--- config.mk ---
export PLATFORM = sky130hd
export DESIGN_NAME = seq_start_ctrl
export DESIGN_NICKNAME = d
export VERILOG_FILES = /design/src/rtl/seq_ctrl_pkg.sv /design/src/rtl/pin_sync.sv /design/src/rtl/seq_start_ctrl.sv
export SDC_FILE = /design/constraint.sdc
export NUM_CORES = 2
export LEC_CHECK = 0
export BUFFER_PORTS_ARGS = -buffer_cell sky130_fd_sc_hd__buf_2
export CAP_MARGIN = 30
export CORE_MARGIN = 5
export CORE_UTILIZATION = 42
export CTS_CLUSTER_SIZE = 24
export DETAILED_ROUTE_END_ITERATION = 12
export GPL_ROUTABILITY_DRIVEN = 0
export GPL_TIMING_DRIVEN = 0
export MAX_ROUTING_LAYER = met4
export SYNTH_ARGS = -nofsm -noshare
export SYNTH_HDL_FRONTEND = slang
export SYNTH_SLANG_ARGS = --single-unit
export TNS_END_PERCENT = 10
--- constraint.sdc ---
create_clock -name clk_i -period 6 [get_ports clk_i]
set_input_delay 1.2 -clock clk_i [delete_from_list [all_inputs] [get_ports clk_i]]
set_output_delay 1.2 -clock clk_i [all_outputs]
set_load 0.01 [all_outputs]
--- src/rtl/seq_ctrl_pkg.sv ---
// Constants, types and register map shared by the sequence start and jump logic.
package seq_ctrl_pkg;

  // Clock rate and documented times.
  localparam int CLK_HZ         = 25_000_000;
  localparam int START_DELAY_MS = 2;
  localparam int CMD_TIME_MS    = 1;
  localparam int CMD_LONG_MS    = 2;

  // Least time rounds up; execution times are exact multiples of the period.
  localparam int START_DELAY_CYC = (CLK_HZ / 1000 * START_DELAY_MS * 1000 + 999) / 1000;
  localparam int CMD_CYC         = CLK_HZ / 1000 * CMD_TIME_MS;
  localparam int CMD_LONG_CYC    = CLK_HZ / 1000 * CMD_LONG_MS;

  // Start condition settings.
  localparam logic [2:0] SET_TWO_INPUT = 3'h0;
  localparam logic [2:0] SET_TERM      = 3'h1;
  localparam logic [2:0] SET_CTRL      = 3'h4;

  // Storage sizes.
  localparam int PROG_DEPTH = 16;
  localparam int NUM_FLAGS  = 4;
  localparam int NUM_CNT    = 4;
  localparam int NUM_VAR    = 4;
  localparam int INSTR_W    = 24;
  localparam int ADDR_W     = 6;

  // Register offsets (word indices on the plain port).
  localparam logic [ADDR_W-1:0] ADDR_PROG_BASE = 6'h00;
  localparam logic [ADDR_W-1:0] ADDR_FLAGS     = 6'h10;
  localparam logic [ADDR_W-1:0] ADDR_CNT_BASE  = 6'h14;
  localparam logic [ADDR_W-1:0] ADDR_VAR_BASE  = 6'h18;
  localparam logic [ADDR_W-1:0] ADDR_STATUS    = 6'h1C;

  // Reset values.
  localparam logic [15:0] CNT16_RST = 16'h0000;
  localparam logic [3:0]  LINE_RST  = 4'h0;

  typedef enum logic [3:0] {
    OP_JMP       = 4'h0,
    OP_JMP_WIN   = 4'h1,
    OP_JMP_TGT   = 4'h2,
    OP_JMP_FLAG  = 4'h3,
    OP_JMP_FLAGX = 4'h4,
    OP_JMP_VARK  = 4'h5,
    OP_JMP_VARXK = 4'h6,
    OP_JMP_VARV  = 4'h7,
    OP_JMP_CNT   = 4'h8,
    OP_NOP       = 4'hE,
    OP_END       = 4'hF
  } op_e;

  typedef enum logic [1:0] {
    REL_LESS    = 2'h0,
    REL_EQUAL   = 2'h1,
    REL_GREATER = 2'h2
  } rel_e;

  typedef enum logic [1:0] {
    TGT_LINE = 2'h0,
    TGT_END  = 2'h1,
    TGT_CALL = 2'h2
  } tgt_e;

  typedef enum logic [1:0] {
    SEQ_IDLE = 2'b00,
    SEQ_RUN  = 2'b01,
    SEQ_HOME = 2'b11
  } seq_state_e;

  // One program line.
  typedef struct packed {
    op_e        op;
    rel_e       rel;
    logic       bit_val;
    logic [1:0] idx_a;
    logic [1:0] idx_b;
    tgt_e       tgt;
    logic [3:0] line;
    logic [6:0] konst;
  } instr_s;

  // Synchronised terminal levels.
  typedef struct packed {
    logic cam;
    logic launch;
    logic auto_sel;
    logic start;
    logic enable;
  } pins_s;

endpackage

--- src/rtl/pin_sync.sv ---
// Three-stage input synchroniser with agreement filter, one per bit.
module pin_sync
  import seq_ctrl_pkg::*;
#(
  parameter int W = 1
) (
  input  wire logic         clk_i,
  input  wire logic         rstn_i,
  input  wire logic [W-1:0] pin_i,
  output logic      [W-1:0] level_o
);

  genvar g;
  generate
    for (g = 0; g < W; g++) begin : gen_bit
      logic s1_q, s2_q, s3_q, lvl_q;
      logic lvl_d;

      // The level changes only once the second and third stages agree.
      always_comb begin
        lvl_d = (s2_q == s3_q) ? s3_q : lvl_q;
      end

      // Shift chain; the first stage feeds only the second.
      always_ff @(posedge clk_i) begin
        if (!rstn_i) begin
          s1_q  <= 1'b0;
          s2_q  <= 1'b0;
          s3_q  <= 1'b0;
          lvl_q <= 1'b0;
        end else begin
          s1_q  <= pin_i[g];
          s2_q  <= s1_q;
          s3_q  <= s2_q;
          lvl_q <= lvl_d;
        end
      end

      assign level_o[g] = lvl_q;
    end
  endgenerate

endmodule

--- src/rtl/seq_start_ctrl.sv ---
// Sequence control front end: activation, auto/manual start, homing and jump interpreter.
// Function
// - Enable plus control start activates position loop
// - Auto select high: launch starts chosen program
// - Auto select low selects manual jog mode
// - Auto dropped while moving stops axis, aborts
// - Aborted program restarts from beginning only
// - Manual mode launch rising edge starts homing
// - Terminal actuation only under two-input setting; code also starts on auto select rise under SET_TERM
// - Start-with-control setting launches program on control
// - Each command takes 1ms unless excepted
// - Jump goes to line, end, or subroutine
// - Conditional jump on in-window flag
// - Conditional jump on target-reached flag
// - Conditional jump on flag, direct or indexed
// - Variable compare less/equal/greater, direct or indexed
// - Outputs show controller ready and energised standstill
// - Launch edge starts only if auto already set
module seq_start_ctrl
  import seq_ctrl_pkg::*;
#(
  parameter int START_DELAY_CYCLES = START_DELAY_CYC,
  parameter int CMD_CYCLES         = CMD_CYC,
  parameter int CMD_LONG_CYCLES    = CMD_LONG_CYC
) (
  input  wire logic                clk_i,
  input  wire logic                rstn_i,
  input  wire logic                power_stage_enable_i,
  input  wire logic                control_start_input_i,
  input  wire logic                digital_input_1_i,
  input  wire logic                digital_input_2_i,
  input  wire logic                reference_cam_input_i,
  input  wire logic [2:0]          start_setting_i,
  input  wire logic [3:0]          program_start_line_i,
  input  wire logic                axis_moving_i,
  input  wire logic                in_window_flag_i,
  input  wire logic                target_reached_flag_i,
  input  wire logic                homing_done_i,
  input  wire logic [ADDR_W-1:0]   reg_addr_i,
  input  wire logic [INSTR_W-1:0]  reg_wdata_i,
  input  wire logic                reg_we_i,
  input  wire logic                reg_re_i,
  output logic      [INSTR_W-1:0]  reg_rdata_o,
  output logic                     ready_output_o,
  output logic                     standstill_output_o,
  output logic                     loop_active_o,
  output logic                     auto_mode_o,
  output logic                     stop_axis_o,
  output logic                     home_start_o,
  output logic                     seq_running_o
);

  pins_s pins;

  // Terminal inputs come from outside the clock domain.
  pin_sync #(
    .W (5)
  ) u_sync (
    .clk_i   (clk_i),
    .rstn_i  (rstn_i),
    .pin_i   ({reference_cam_input_i, digital_input_2_i, digital_input_1_i,
               control_start_input_i, power_stage_enable_i}),
    .level_o (pins)
  );

  // Activation: enable delay counter and loop state.
  logic [15:0] en_cnt_q, en_cnt_d;
  logic        loop_q, loop_d;
  logic        en_ok;

  assign en_ok = (en_cnt_q == 16'(START_DELAY_CYCLES));

  // The enable must stand for the delay before control start can close the loop.
  always_comb begin
    en_cnt_d = en_cnt_q;
    if (!pins.enable) begin
      en_cnt_d = CNT16_RST;
    end else if (!en_ok) begin
      en_cnt_d = en_cnt_q + 16'h0001;
    end
    loop_d = en_ok && pins.start;
  end

  // Activation registers.
  always_ff @(posedge clk_i) begin
    if (!rstn_i) begin
      en_cnt_q <= CNT16_RST;
      loop_q   <= 1'b0;
    end else begin
      en_cnt_q <= en_cnt_d;
      loop_q   <= loop_d;
    end
  end

  // Program, flag, counter and variable storage.
  instr_s            prog_q [PROG_DEPTH];
  instr_s            prog_d [PROG_DEPTH];
  logic [NUM_FLAGS-1:0] flags_q, flags_d;
  logic [7:0]        cnt_q  [NUM_CNT];
  logic [7:0]        cnt_d  [NUM_CNT];
  logic signed [15:0] var_q [NUM_VAR];
  logic signed [15:0] var_d [NUM_VAR];

  // Software writes program lines, flags, counters and variables.
  always_comb begin
    prog_d  = prog_q;
    flags_d = flags_q;
    cnt_d   = cnt_q;
    var_d   = var_q;
    if (reg_we_i) begin
      if (reg_addr_i[5:4] == ADDR_PROG_BASE[5:4]) begin
        prog_d[reg_addr_i[3:0]] = instr_s'(reg_wdata_i);
      end else if (reg_addr_i == ADDR_FLAGS) begin
        flags_d = reg_wdata_i[NUM_FLAGS-1:0];
      end else if (reg_addr_i[5:2] == ADDR_CNT_BASE[5:2]) begin
        cnt_d[reg_addr_i[1:0]] = reg_wdata_i[7:0];
      end else if (reg_addr_i[5:2] == ADDR_VAR_BASE[5:2]) begin
        var_d[reg_addr_i[1:0]] = reg_wdata_i[15:0];
      end
    end
  end

  // Storage registers.
  always_ff @(posedge clk_i) begin
    if (!rstn_i) begin
      for (int i = 0; i < PROG_DEPTH; i++) begin
        prog_q[i] <= instr_s'(24'h000000);
      end
      for (int i = 0; i < NUM_CNT; i++) begin
        cnt_q[i] <= 8'h00;
        var_q[i] <= 16'sh0000;
      end
      flags_q <= 4'h0;
    end else begin
      prog_q  <= prog_d;
      flags_q <= flags_d;
      cnt_q   <= cnt_d;
      var_q   <= var_d;
    end
  end

  // Jump test on the current program line.
  logic [3:0] pc_q, pc_d, ret_q, ret_d;
  instr_s     cur;
  logic [1:0] cidx;
  logic       take;
  logic       long_cmd;

  // Signed relation test shared by all compare jumps.
  function automatic logic rel_ok(input rel_e r, input logic signed [15:0] a,
                                  input logic signed [15:0] b);
    logic res;
    res = 1'b0;
    case (r)
      REL_LESS:    res = (a < b);
      REL_EQUAL:   res = (a == b);
      REL_GREATER: res = (a > b);
      default:     res = 1'b0;
    endcase
    return res;
  endfunction

  // Current line and the flag or variable index taken from a counter.
  assign cur  = prog_q[pc_q];
  assign cidx = cnt_q[cur.idx_a][1:0];

  // Evaluates the condition of the current line.
  always_comb begin
    take     = 1'b0;
    long_cmd = 1'b0;
    unique case (cur.op)
      OP_JMP:       take = 1'b1;
      OP_JMP_WIN: begin
        take     = (in_window_flag_i == cur.bit_val);
        long_cmd = 1'b1;
      end
      OP_JMP_TGT:   take = (target_reached_flag_i == cur.bit_val);
      OP_JMP_FLAG:  take = (flags_q[cur.idx_a] == cur.bit_val);
      OP_JMP_FLAGX: take = (flags_q[cidx] == cur.bit_val);
      OP_JMP_VARK:  take = rel_ok(cur.rel, var_q[cur.idx_a], 16'(signed'(cur.konst)));
      OP_JMP_VARXK: take = rel_ok(cur.rel, var_q[cidx], 16'(signed'(cur.konst)));
      OP_JMP_VARV:  take = rel_ok(cur.rel, var_q[cur.idx_a], var_q[cur.idx_b]);
      OP_JMP_CNT:   take = rel_ok(cur.rel, {8'h00, cnt_q[cur.idx_a]}, {9'h000, cur.konst});
      OP_NOP, OP_END: take = 1'b0;
      default:      take = 1'b0;
    endcase
  end

  // Sequencer state, return line and line timer.
  seq_state_e  state_q, state_d;
  logic        ret_v_q, ret_v_d;
  logic [15:0] tick_q, tick_d;
  logic        auto_prev_q, launch_prev_q, loop_prev_q;
  logic        stop_q, stop_d, home_q, home_d;
  logic        std_set, launch_rise, start_req, home_req, last_tick;

  // Start and homing requests from the synchronised terminal levels.
  assign std_set     = (start_setting_i == SET_TWO_INPUT);
  assign launch_rise = pins.launch && !launch_prev_q;
  assign start_req   = loop_q && (
      (std_set && launch_rise && auto_prev_q && pins.auto_sel) ||
      ((start_setting_i == SET_CTRL) && !loop_prev_q) ||
      ((start_setting_i == SET_TERM) && pins.auto_sel && !auto_prev_q));
  assign home_req    = loop_q && std_set && !pins.auto_sel && launch_rise;
  assign last_tick   = (tick_q == (long_cmd ? 16'(CMD_LONG_CYCLES - 1)
                                            : 16'(CMD_CYCLES - 1)));

  // Start, abort, homing and line stepping.
  always_comb begin
    state_d = state_q;
    pc_d    = pc_q;
    ret_d   = ret_q;
    ret_v_d = ret_v_q;
    tick_d  = tick_q;
    stop_d  = 1'b0;
    home_d  = 1'b0;
    if (!loop_q) begin
      state_d = SEQ_IDLE;
    end else begin
      unique case (state_q)
        SEQ_IDLE: begin
          if (start_req) begin
            state_d = SEQ_RUN;
            pc_d    = program_start_line_i;
            ret_v_d = 1'b0;
            tick_d  = CNT16_RST;
          end else if (home_req) begin
            state_d = SEQ_HOME;
            home_d  = 1'b1;
          end
        end
        SEQ_RUN: begin
          if (std_set && !pins.auto_sel) begin
            state_d = SEQ_IDLE;
            stop_d  = axis_moving_i;
          end else if (!last_tick) begin
            tick_d = tick_q + 16'h0001;
          end else begin
            tick_d = CNT16_RST;
            pc_d   = pc_q + 4'h1;
            if (cur.op == OP_END || (take && cur.tgt == TGT_END)) begin
              if (ret_v_q) begin
                pc_d    = ret_q;
                ret_v_d = 1'b0;
              end else begin
                state_d = SEQ_IDLE;
              end
            end else if (take && cur.tgt == TGT_CALL) begin
              ret_d   = pc_q + 4'h1;
              ret_v_d = 1'b1;
              pc_d    = cur.line;
            end else if (take) begin
              pc_d = cur.line;
            end
          end
        end
        SEQ_HOME: begin
          if (homing_done_i) begin
            state_d = SEQ_IDLE;
          end
        end
        default: state_d = SEQ_IDLE;
      endcase
    end
  end

  // Sequencer registers.
  always_ff @(posedge clk_i) begin
    if (!rstn_i) begin
      state_q       <= SEQ_IDLE;
      pc_q          <= LINE_RST;
      ret_q         <= LINE_RST;
      ret_v_q       <= 1'b0;
      tick_q        <= CNT16_RST;
      stop_q        <= 1'b0;
      home_q        <= 1'b0;
      auto_prev_q   <= 1'b0;
      launch_prev_q <= 1'b0;
      loop_prev_q   <= 1'b0;
    end else begin
      state_q       <= state_d;
      pc_q          <= pc_d;
      ret_q         <= ret_d;
      ret_v_q       <= ret_v_d;
      tick_q        <= tick_d;
      stop_q        <= stop_d;
      home_q        <= home_d;
      auto_prev_q   <= pins.auto_sel;
      launch_prev_q <= pins.launch;
      loop_prev_q   <= loop_q;
    end
  end

  // Output registers.
  logic [INSTR_W-1:0] rdata_q, rdata_d;
  logic ready_q, still_q, auto_q, run_q;

  // Read data answer in the cycle after the strobe and are zero otherwise.
  always_comb begin
    rdata_d = '0;
    if (reg_re_i) begin
      if (reg_addr_i[5:4] == ADDR_PROG_BASE[5:4]) begin
        rdata_d = prog_q[reg_addr_i[3:0]];
      end else if (reg_addr_i == ADDR_FLAGS) begin
        rdata_d = {20'h00000, flags_q};
      end else if (reg_addr_i[5:2] == ADDR_CNT_BASE[5:2]) begin
        rdata_d = {16'h0000, cnt_q[reg_addr_i[1:0]]};
      end else if (reg_addr_i[5:2] == ADDR_VAR_BASE[5:2]) begin
        rdata_d = {8'h00, var_q[reg_addr_i[1:0]]};
      end else if (reg_addr_i == ADDR_STATUS) begin
        rdata_d = {13'h0000, ret_v_q, pc_q, state_q, pins.cam, auto_q, loop_q, en_ok};
      end
    end
  end

  // Terminal outputs and read data.
  always_ff @(posedge clk_i) begin
    if (!rstn_i) begin
      rdata_q <= '0;
      ready_q <= 1'b0;
      still_q <= 1'b0;
      auto_q  <= 1'b0;
      run_q   <= 1'b0;
    end else begin
      rdata_q <= rdata_d;
      ready_q <= en_ok;
      still_q <= loop_q && !axis_moving_i;
      auto_q  <= std_set ? pins.auto_sel : (state_q == SEQ_RUN);
      run_q   <= (state_d == SEQ_RUN);
    end
  end

  // Every output comes straight from a register.
  assign reg_rdata_o         = rdata_q;
  assign ready_output_o      = ready_q;
  assign standstill_output_o = still_q;
  assign loop_active_o       = loop_q;
  assign auto_mode_o         = auto_q;
  assign stop_axis_o         = stop_q;
  assign home_start_o        = home_q;
  assign seq_running_o       = run_q;

endmodule

; Yosys cells after proc, flatten, opt, wreduce, memory -nomap -nowiden
; Index checks and enable logic that the tools add are counted.
[totals]
regBits = 581
inputBits = 50
wordCells = 372
[classes]
add_sub_neg = 3
n_lt_le_gt_ge = 18
n_eq_ne = 41
n_mux = 78
n_bitwise = 14
n_reduce_logical = 44
[op_table]
columns = operator, n
row1 = bitwise mux 384 bit, 1
row2 = 2-to-1 mux 16 bit, 16
row3 = binary-select mux 24 bit (select 4 bit), 2
row4 = 2-to-1 mux 24 bit, 6
row5 = binary-select mux 16 bit (select 2 bit), 4
row6 = demux 24 bit (select 4 bit), 1
row7 = bitwise mux 64 bit, 1
row8 = 2-to-1 mux 8 bit, 5
row9 = "adder 16 x 1 -> 16 bit, second input constant", 2
row10 = binary-select mux 8 bit (select 2 bit), 2
row11 = bitwise mux 32 bit, 1
row12 = demux 16 bit (select 2 bit), 1
row13 = equality test 16 bit, 2
row14 = equality test 16 x 7 -> 1 bit, 2
row15 = > comparator 16 x 7 -> 1 bit, 2
row16 = less-than comparator 16 x 7 -> 1 bit, 2
row17 = one-hot mux 16 bit (2 select lines), 1
row18 = 2-to-1 mux 4 bit, 7
row19 = "equality test 4 x 3 -> 1 bit, second input constant", 6
row20 = logical AND 1 bit, 18
row21 = demux 8 bit (select 2 bit), 1
row22 = "equality test 16 bit, second input constant", 1
row23 = > comparator 16 bit, 1
row24 = less-than comparator 16 bit, 1
row25 = other kinds (44), 112

; Logic depth before layout (Yosys ltp)
[depth]
word_depth = 23
depth_mapped = 24
ltp_nobuf = 20

; Hierarchy
; A second synthesis with hierarchy kept.
[unflattened]
hier_cells = 3408
area_unflattened_um2 = 30628.1
[modules_own_cells]
columns = module, instances, cells_per_inst, area_each_um2, seq_area_each_um2
row1 = seq_start_ctrl, 1, 3351, 29983.8, 11230.8
row2 = pin_sync, 1, 57, 644.4, 400.4

; Worst setup path before layout
; OpenSTA, ideal clock, no wires.
[synth_timing]
path_type = reg-to-reg
start = register pc_q[0]
end = register pc_q[0]
setup_time_ns = 0.074
t_arrival_ns = 5.889
t_required_ns = 5.926
slack_ns = 0.037
stages_incl_launch_ff = 22
path_buffers = 7
synth_period_minus_slack_ns = 5.963
cell_sequence = dfxtp_1 -> buf_6 -> buf_6 -> buf_4 -> buf_2 -> buf_2 -> buf_2 -> buf_2 -> mux4_2 -> mux4_2 -> inv_1 -> ha_1 -> a2111oi_0 -> o21ai_0 -> o22ai_1 -> mux2i_1 -> mux2_2 -> o221ai_1 -> o21a_1 -> nor3_4 -> or3_1 -> a31oi_1
[synth_between]
elab_chain_cells = 21
[synth_lines]
columns = item, line
row1 = from (decl), seq_start_ctrl.sv:143  ; logic [3:0] pc_q, pc_d, ret_q, ret_d;
row2 = from (signal assigned), seq_start_ctrl.sv:282  ; pc_q <= pc_d;
row3 = NOT 4 -> 5 bit (not written as such), seq_start_ctrl.sv:164  ; assign cur = prog_q[pc_q];
row4 = binary-select mux 24 bit (select 4 bit), seq_start_ctrl.sv:164
row5 = 2-to-1 mux 24 bit (not written as such) (2 in a row), seq_start_ctrl.sv:164
row6 = NOT 2 -> 3 bit (not written as such), n/a
row7 = binary-select mux 8 bit (select 2 bit), "seq_start_ctrl.sv:165, seq_start_ctrl.sv:183"
row8 = 2-to-1 mux 8 bit (not written as such) (2 in a row), seq_start_ctrl.sv:183  ; OP_JMP_CNT: take = rel_ok(cur.rel, {8'h00, cnt_q[cur.idx_a]}, {9'h000, cur.konst});
row9 = NOT 2 -> 3 bit (not written as such), seq_start_ctrl.sv:181  ; OP_JMP_VARXK: take = rel_ok(cur.rel, var_q[cidx], 16'(signed'(cur.konst)));
row10 = binary-select mux 16 bit (select 2 bit), seq_start_ctrl.sv:181
row11 = (+3 left out), n/a
row12 = one-hot mux 1 bit (3 select lines), seq_start_ctrl.sv:154  ; case (r)
row13 = one-hot mux 1 bit (9 select lines), seq_start_ctrl.sv:171  ; unique case (cur.op)
row14 = "2-to-1 mux 4 bit, or another cell as far along", seq_start_ctrl.sv:252  ; end else if (take) begin
row15 = 2-to-1 mux 4 bit or logical OR 1 bit (tied branches), "seq_start_ctrl.sv:248, seq_start_ctrl.sv:241"
row16 = 2-to-1 mux 4 bit, seq_start_ctrl.sv:241  ; if (cur.op == OP_END || (take && cur.tgt == TGT_END)) begin
row17 = 2-to-1 mux 4 bit, seq_start_ctrl.sv:236  ; end else if (!last_tick) begin
row18 = 2-to-1 mux 4 bit, seq_start_ctrl.sv:233  ; if (std_set && !pins.auto_sel) begin
row19 = one-hot mux 4 bit (2 select lines), seq_start_ctrl.sv:220  ; unique case (state_q)
; Parallel ways exist; a longest one is shown, timed or not. The select of a mux whose other input is x is not followed.
; A chain may end at the register's enable or synchronous reset.

; Final worst setup path
; Ends and elaborated chain as after synthesis.

==> qor.txt <==
total grt overflow - 0
Worst Setup Path Type - reg2reg
antenna-violating nets left - 0
CTS Sinks - 581
Avg Vias per Cell - 6.03
fin. max-slew vios - 0
Seq/Total Area, Yosys - 0.379
CTS tree - yes
part of the power in registers - 0.447
Tot GR Track Use - 0.300
Detailed Route WL - 118000 µm
Worst-Margin Slew - 1.08 ns
TritonRoute pass-1 iters - 6
Top Family by Delay on Critical Path - compound AO/OA/AOI/OAI gates
Synth Flop Type - dfxtp_1
Setup violations, final - 0
ys async rst share - 0
initial antenna violation count - 4
largest net degree at the start of global routing - 15
die area - 0.0785 mm²
power consumption - 8.71 mW
Max Root-Sink Buffers - 3
Comb power frac - 0.055
Setup Skew - 0.0255 ns
WP data arrival - 6.46 ns
internal power component - 6.61 mW
first-pass GRT wire length - 173000 µm
Peak VDD IR - 225 µV
drt wl/cell - 25.4 µm
placed wire-length estimate - 92400 µm
Fin Setup TNS - 0 ns
Hold Vio Cnt, Final - 0
DP Area - 0.0324 mm²
Core Util, Final - 0.487
area grow syn2layout - 15.5%
Mapped Nets - 3562
NumNets Final - 3739
Tmin final - 5.92 ns
syn_area_per_cell - 8.89 µm²
reg2reg end - pc_q[0]
Unique masters post-synth - 80
# IOs - 81
worst hold stages - 1
hold slack - 0.434 ns
number of remaining DRC errors - 0
Post-Syn Instances - 3451
Core ar. - 0.0727 mm²
Initial DRC Count - 3433
CP dominant cell by count - buf_12
LEAKAGE - 12.1 nW
Yosys warning count - 0
Initial Utilization - 0.422
Worst EP required - 6.54 ns
Die Y - 280 µm
FP Rows - 99
dpl ws - -3.11 ns
non-filler cells, final - 4642
Design Area, Final - 0.0354 mm²
worst hold path class - reg2reg
crit-path max cell delay - 0.39 ns
port bufs - 58
Startpoint Class - flop
post-route clock period utilization - 0.986
fraction of layout cells with a size suffix above 1 - 0.166
switching power total - 2.10 mW
CTS Hold Buffers Added - 0
outcome - finished, final reports clean
vias in the first global route - 26200
Clk pwr share - 0.499
worst reg2reg setup slack - 0.08 ns
critical path fanouts, max - 10
Inserted Clock Buffers - 67
Post-synth EDFFs - 0
worst rel slew slack - 0.277
Net Sw Frac - 0.241
Crit Reg-Reg Startpoint - pc_q[0]
CP endpoint kind - flop
RSZ-0062 raised after global routing - no
Synth Register Bits - 581
Placed Cells - 4491
clk_lat worst skew - 0.63 ns
worst hold path endpoint - u_sync.gen_bit[2].s2_q
H-tree lvl count - 3
R2R depth - 25
CTS Root Cell - clkbuf_16
total number of vias - 28000
clk slew on worst S/H paths - 0.06 ns
Pwr Density - 246 mW/mm²
Die W - 280 µm
max-cap violation count - 0
Critical Path Slowest Stage Cell - ha_1
Crit path buffers/inverters - 6
Hold Path Origin - u_sync.gen_bit[2].s1_q
max frequency - 169 MHz
Setup WS post-layout - 0.0824 ns
cell area after synthesis - 0.0307 mm²
==> cell type report <==
type | instances | area [µm²]
well taps | 959 | 1200
fillers | 6853 | 37300
inverters | 58 | 223
repair buffers | 109 | 826
flip-flops and latches | 581 | 11600
plain buffers | 283 | 1380
clock inverters | 21 | 304
clock buffers | 99 | 2010
multi-input cells | 2527 | 17800
diodes | 4 | 10.0
repair inverters | 1 | 7.51
==> state kept, by name (all words and copies together) (netlist names), 2 cells and up <==
name	count
u_sync.gen_bit.lvl_q	5
reg_rdata_o	24
cnt_q	32
en_cnt_q	16
tick_q	16
u_sync.gen_bit.s2_q	5
state_q	2
u_sync.gen_bit.s1_q	5
prog_q	384
flags_q	4
ret_q	4
u_sync.gen_bit.s3_q	5
pc_q	4
var_q	64
==> per-layer routing <==
metal	wire length, µm	global-route usage
met1	46300	0.386
met2	51700	0.449
met3	12500	0.0702
met4	7360	0.144
met5	0	-
==> logic make-up (layout without fill, tap and decap cells) <==
family	Yosys count	count (layout)	synth area share
flip-flops	581	581	0.379
buffers and inverters	343	571	0.0441
AND/OR/NAND/NOR	1354	1354	0.182
adder cells (fa/ha/maj)	61	61	0.0249
AO/OA/AOI/OAI	686	686	0.124
XOR/XNOR	28	28	0.00800
other	0	4	0
multiplexers	398	398	0.237
==> cell usage after synthesis (4+ instances only) <==
library cell,number,area share
or2_2,4,0.00082
clkbuf_1,236,0.029
o211ai_1,5,0.0012
o21a_1,5,0.0012
a2111oi_0,4,0.0011
xnor2_1,7,0.0020
nor3_1,15,0.0024
mux2i_1,96,0.031
xor2_1,21,0.0060
o21ai_0,50,0.0082
ha_1,61,0.025
clkbuf_2,4,0.00065
a32oi_1,4,0.0011
nand3_1,47,0.0077
dfxtp_1,581,0.38
and2_1,22,0.0045
a21o_1,5,0.0012
a21oi_1,520,0.085
a211o_1,4,0.0011
or3_1,10,0.0020
nand2_1,1020,0.12
nand3b_1,5,0.0012
and4_1,4,0.0011
mux4_2,259,0.19
o221ai_1,5,0.0014
inv_1,54,0.0066
buf_1,22,0.0027
nor2_1,134,0.016
and3_1,9,0.0018
nor4_1,5,0.0010
buf_4,4,0.00098
mux2_2,42,0.015
buf_2,16,0.0026
nand2b_1,12,0.0024
a211oi_1,7,0.0017
nand4_1,21,0.0043
a31oi_1,10,0.0020
o22ai_1,24,0.0049
nor2b_1,27,0.0055
a22o_1,5,0.0014
a22oi_1,11,0.0027
==> how the worst max path moves through the flow <==
| stage | from | endpoint | depth (start not counted) |
|---|---|---|---|
| 2_1_floorplan | pc_q[0] | pc_q[0] | 21 |
| 4_1_cts | pc_q[0] | pc_q[0] | 25 |
| 6_report | pc_q[0] | pc_q[0] | 25 |
| 5_1_grt | pc_q[0] | pc_q[0] | 25 |
| 3_3_place_gp | pc_q[1] | seq_running_o | 20 |
| 3_5_place_dp | pc_q[1] | seq_running_o | 20 |
==> power by group through the flow <==
stage | sequential (mW) | clock, mW | combinational, mW
floorplan | 3.97 | 0 | 0.259
global placement | 3.97 | 0 | 0.434
detailed placement | 3.97 | 0 | 0.451
CTS | 3.89 | 4.37 | 0.460
global route | 3.89 | 4.53 | 0.495
finish | 3.89 | 4.34 | 0.477
==> what timing repair did <==
| item | CTS | global route |
|---|---|---|
| pin swaps | 11 | 13 |
| cloned | 1 | 0 |
| buffers inserted | 11 | 15 |
| resized for setup | 99 | 34 |
| setup endpoints to repair | 11 | 11 |
==> placed cells by master, fill, tap and decap left out, drive strengths merged, types with 6 or more instances in the layout <==
| master | netlist | final |
|---|---|---|
| a211oi | 7 | 7 |
| a21oi | 520 | 520 |
| a22oi | 11 | 11 |
| a31oi | 10 | 10 |
| and2 | 23 | 23 |
| and3 | 9 | 9 |
| buf | 45 | 154 |
| bufinv | 0 | 6 |
| clkbuf | 240 | 336 |
| clkinv | 2 | 11 |
| dfxtp | 581 | 581 |
| ha | 61 | 61 |
| inv | 56 | 59 |
| mux2 | 43 | 43 |
| mux2i | 96 | 96 |
| mux4 | 259 | 259 |
| nand2 | 1020 | 1020 |
| nand2b | 12 | 12 |
| nand3 | 47 | 47 |
| nand4 | 21 | 21 |
| nor2 | 136 | 136 |
| nor2b | 27 | 27 |
| nor3 | 16 | 16 |
| o21ai | 51 | 51 |
| o22ai | 24 | 24 |
| or2 | 6 | 6 |
| or3 | 11 | 11 |
| xnor2 | 7 | 7 |
| xor2 | 21 | 21 |
(Power assumes the default switching activity.)
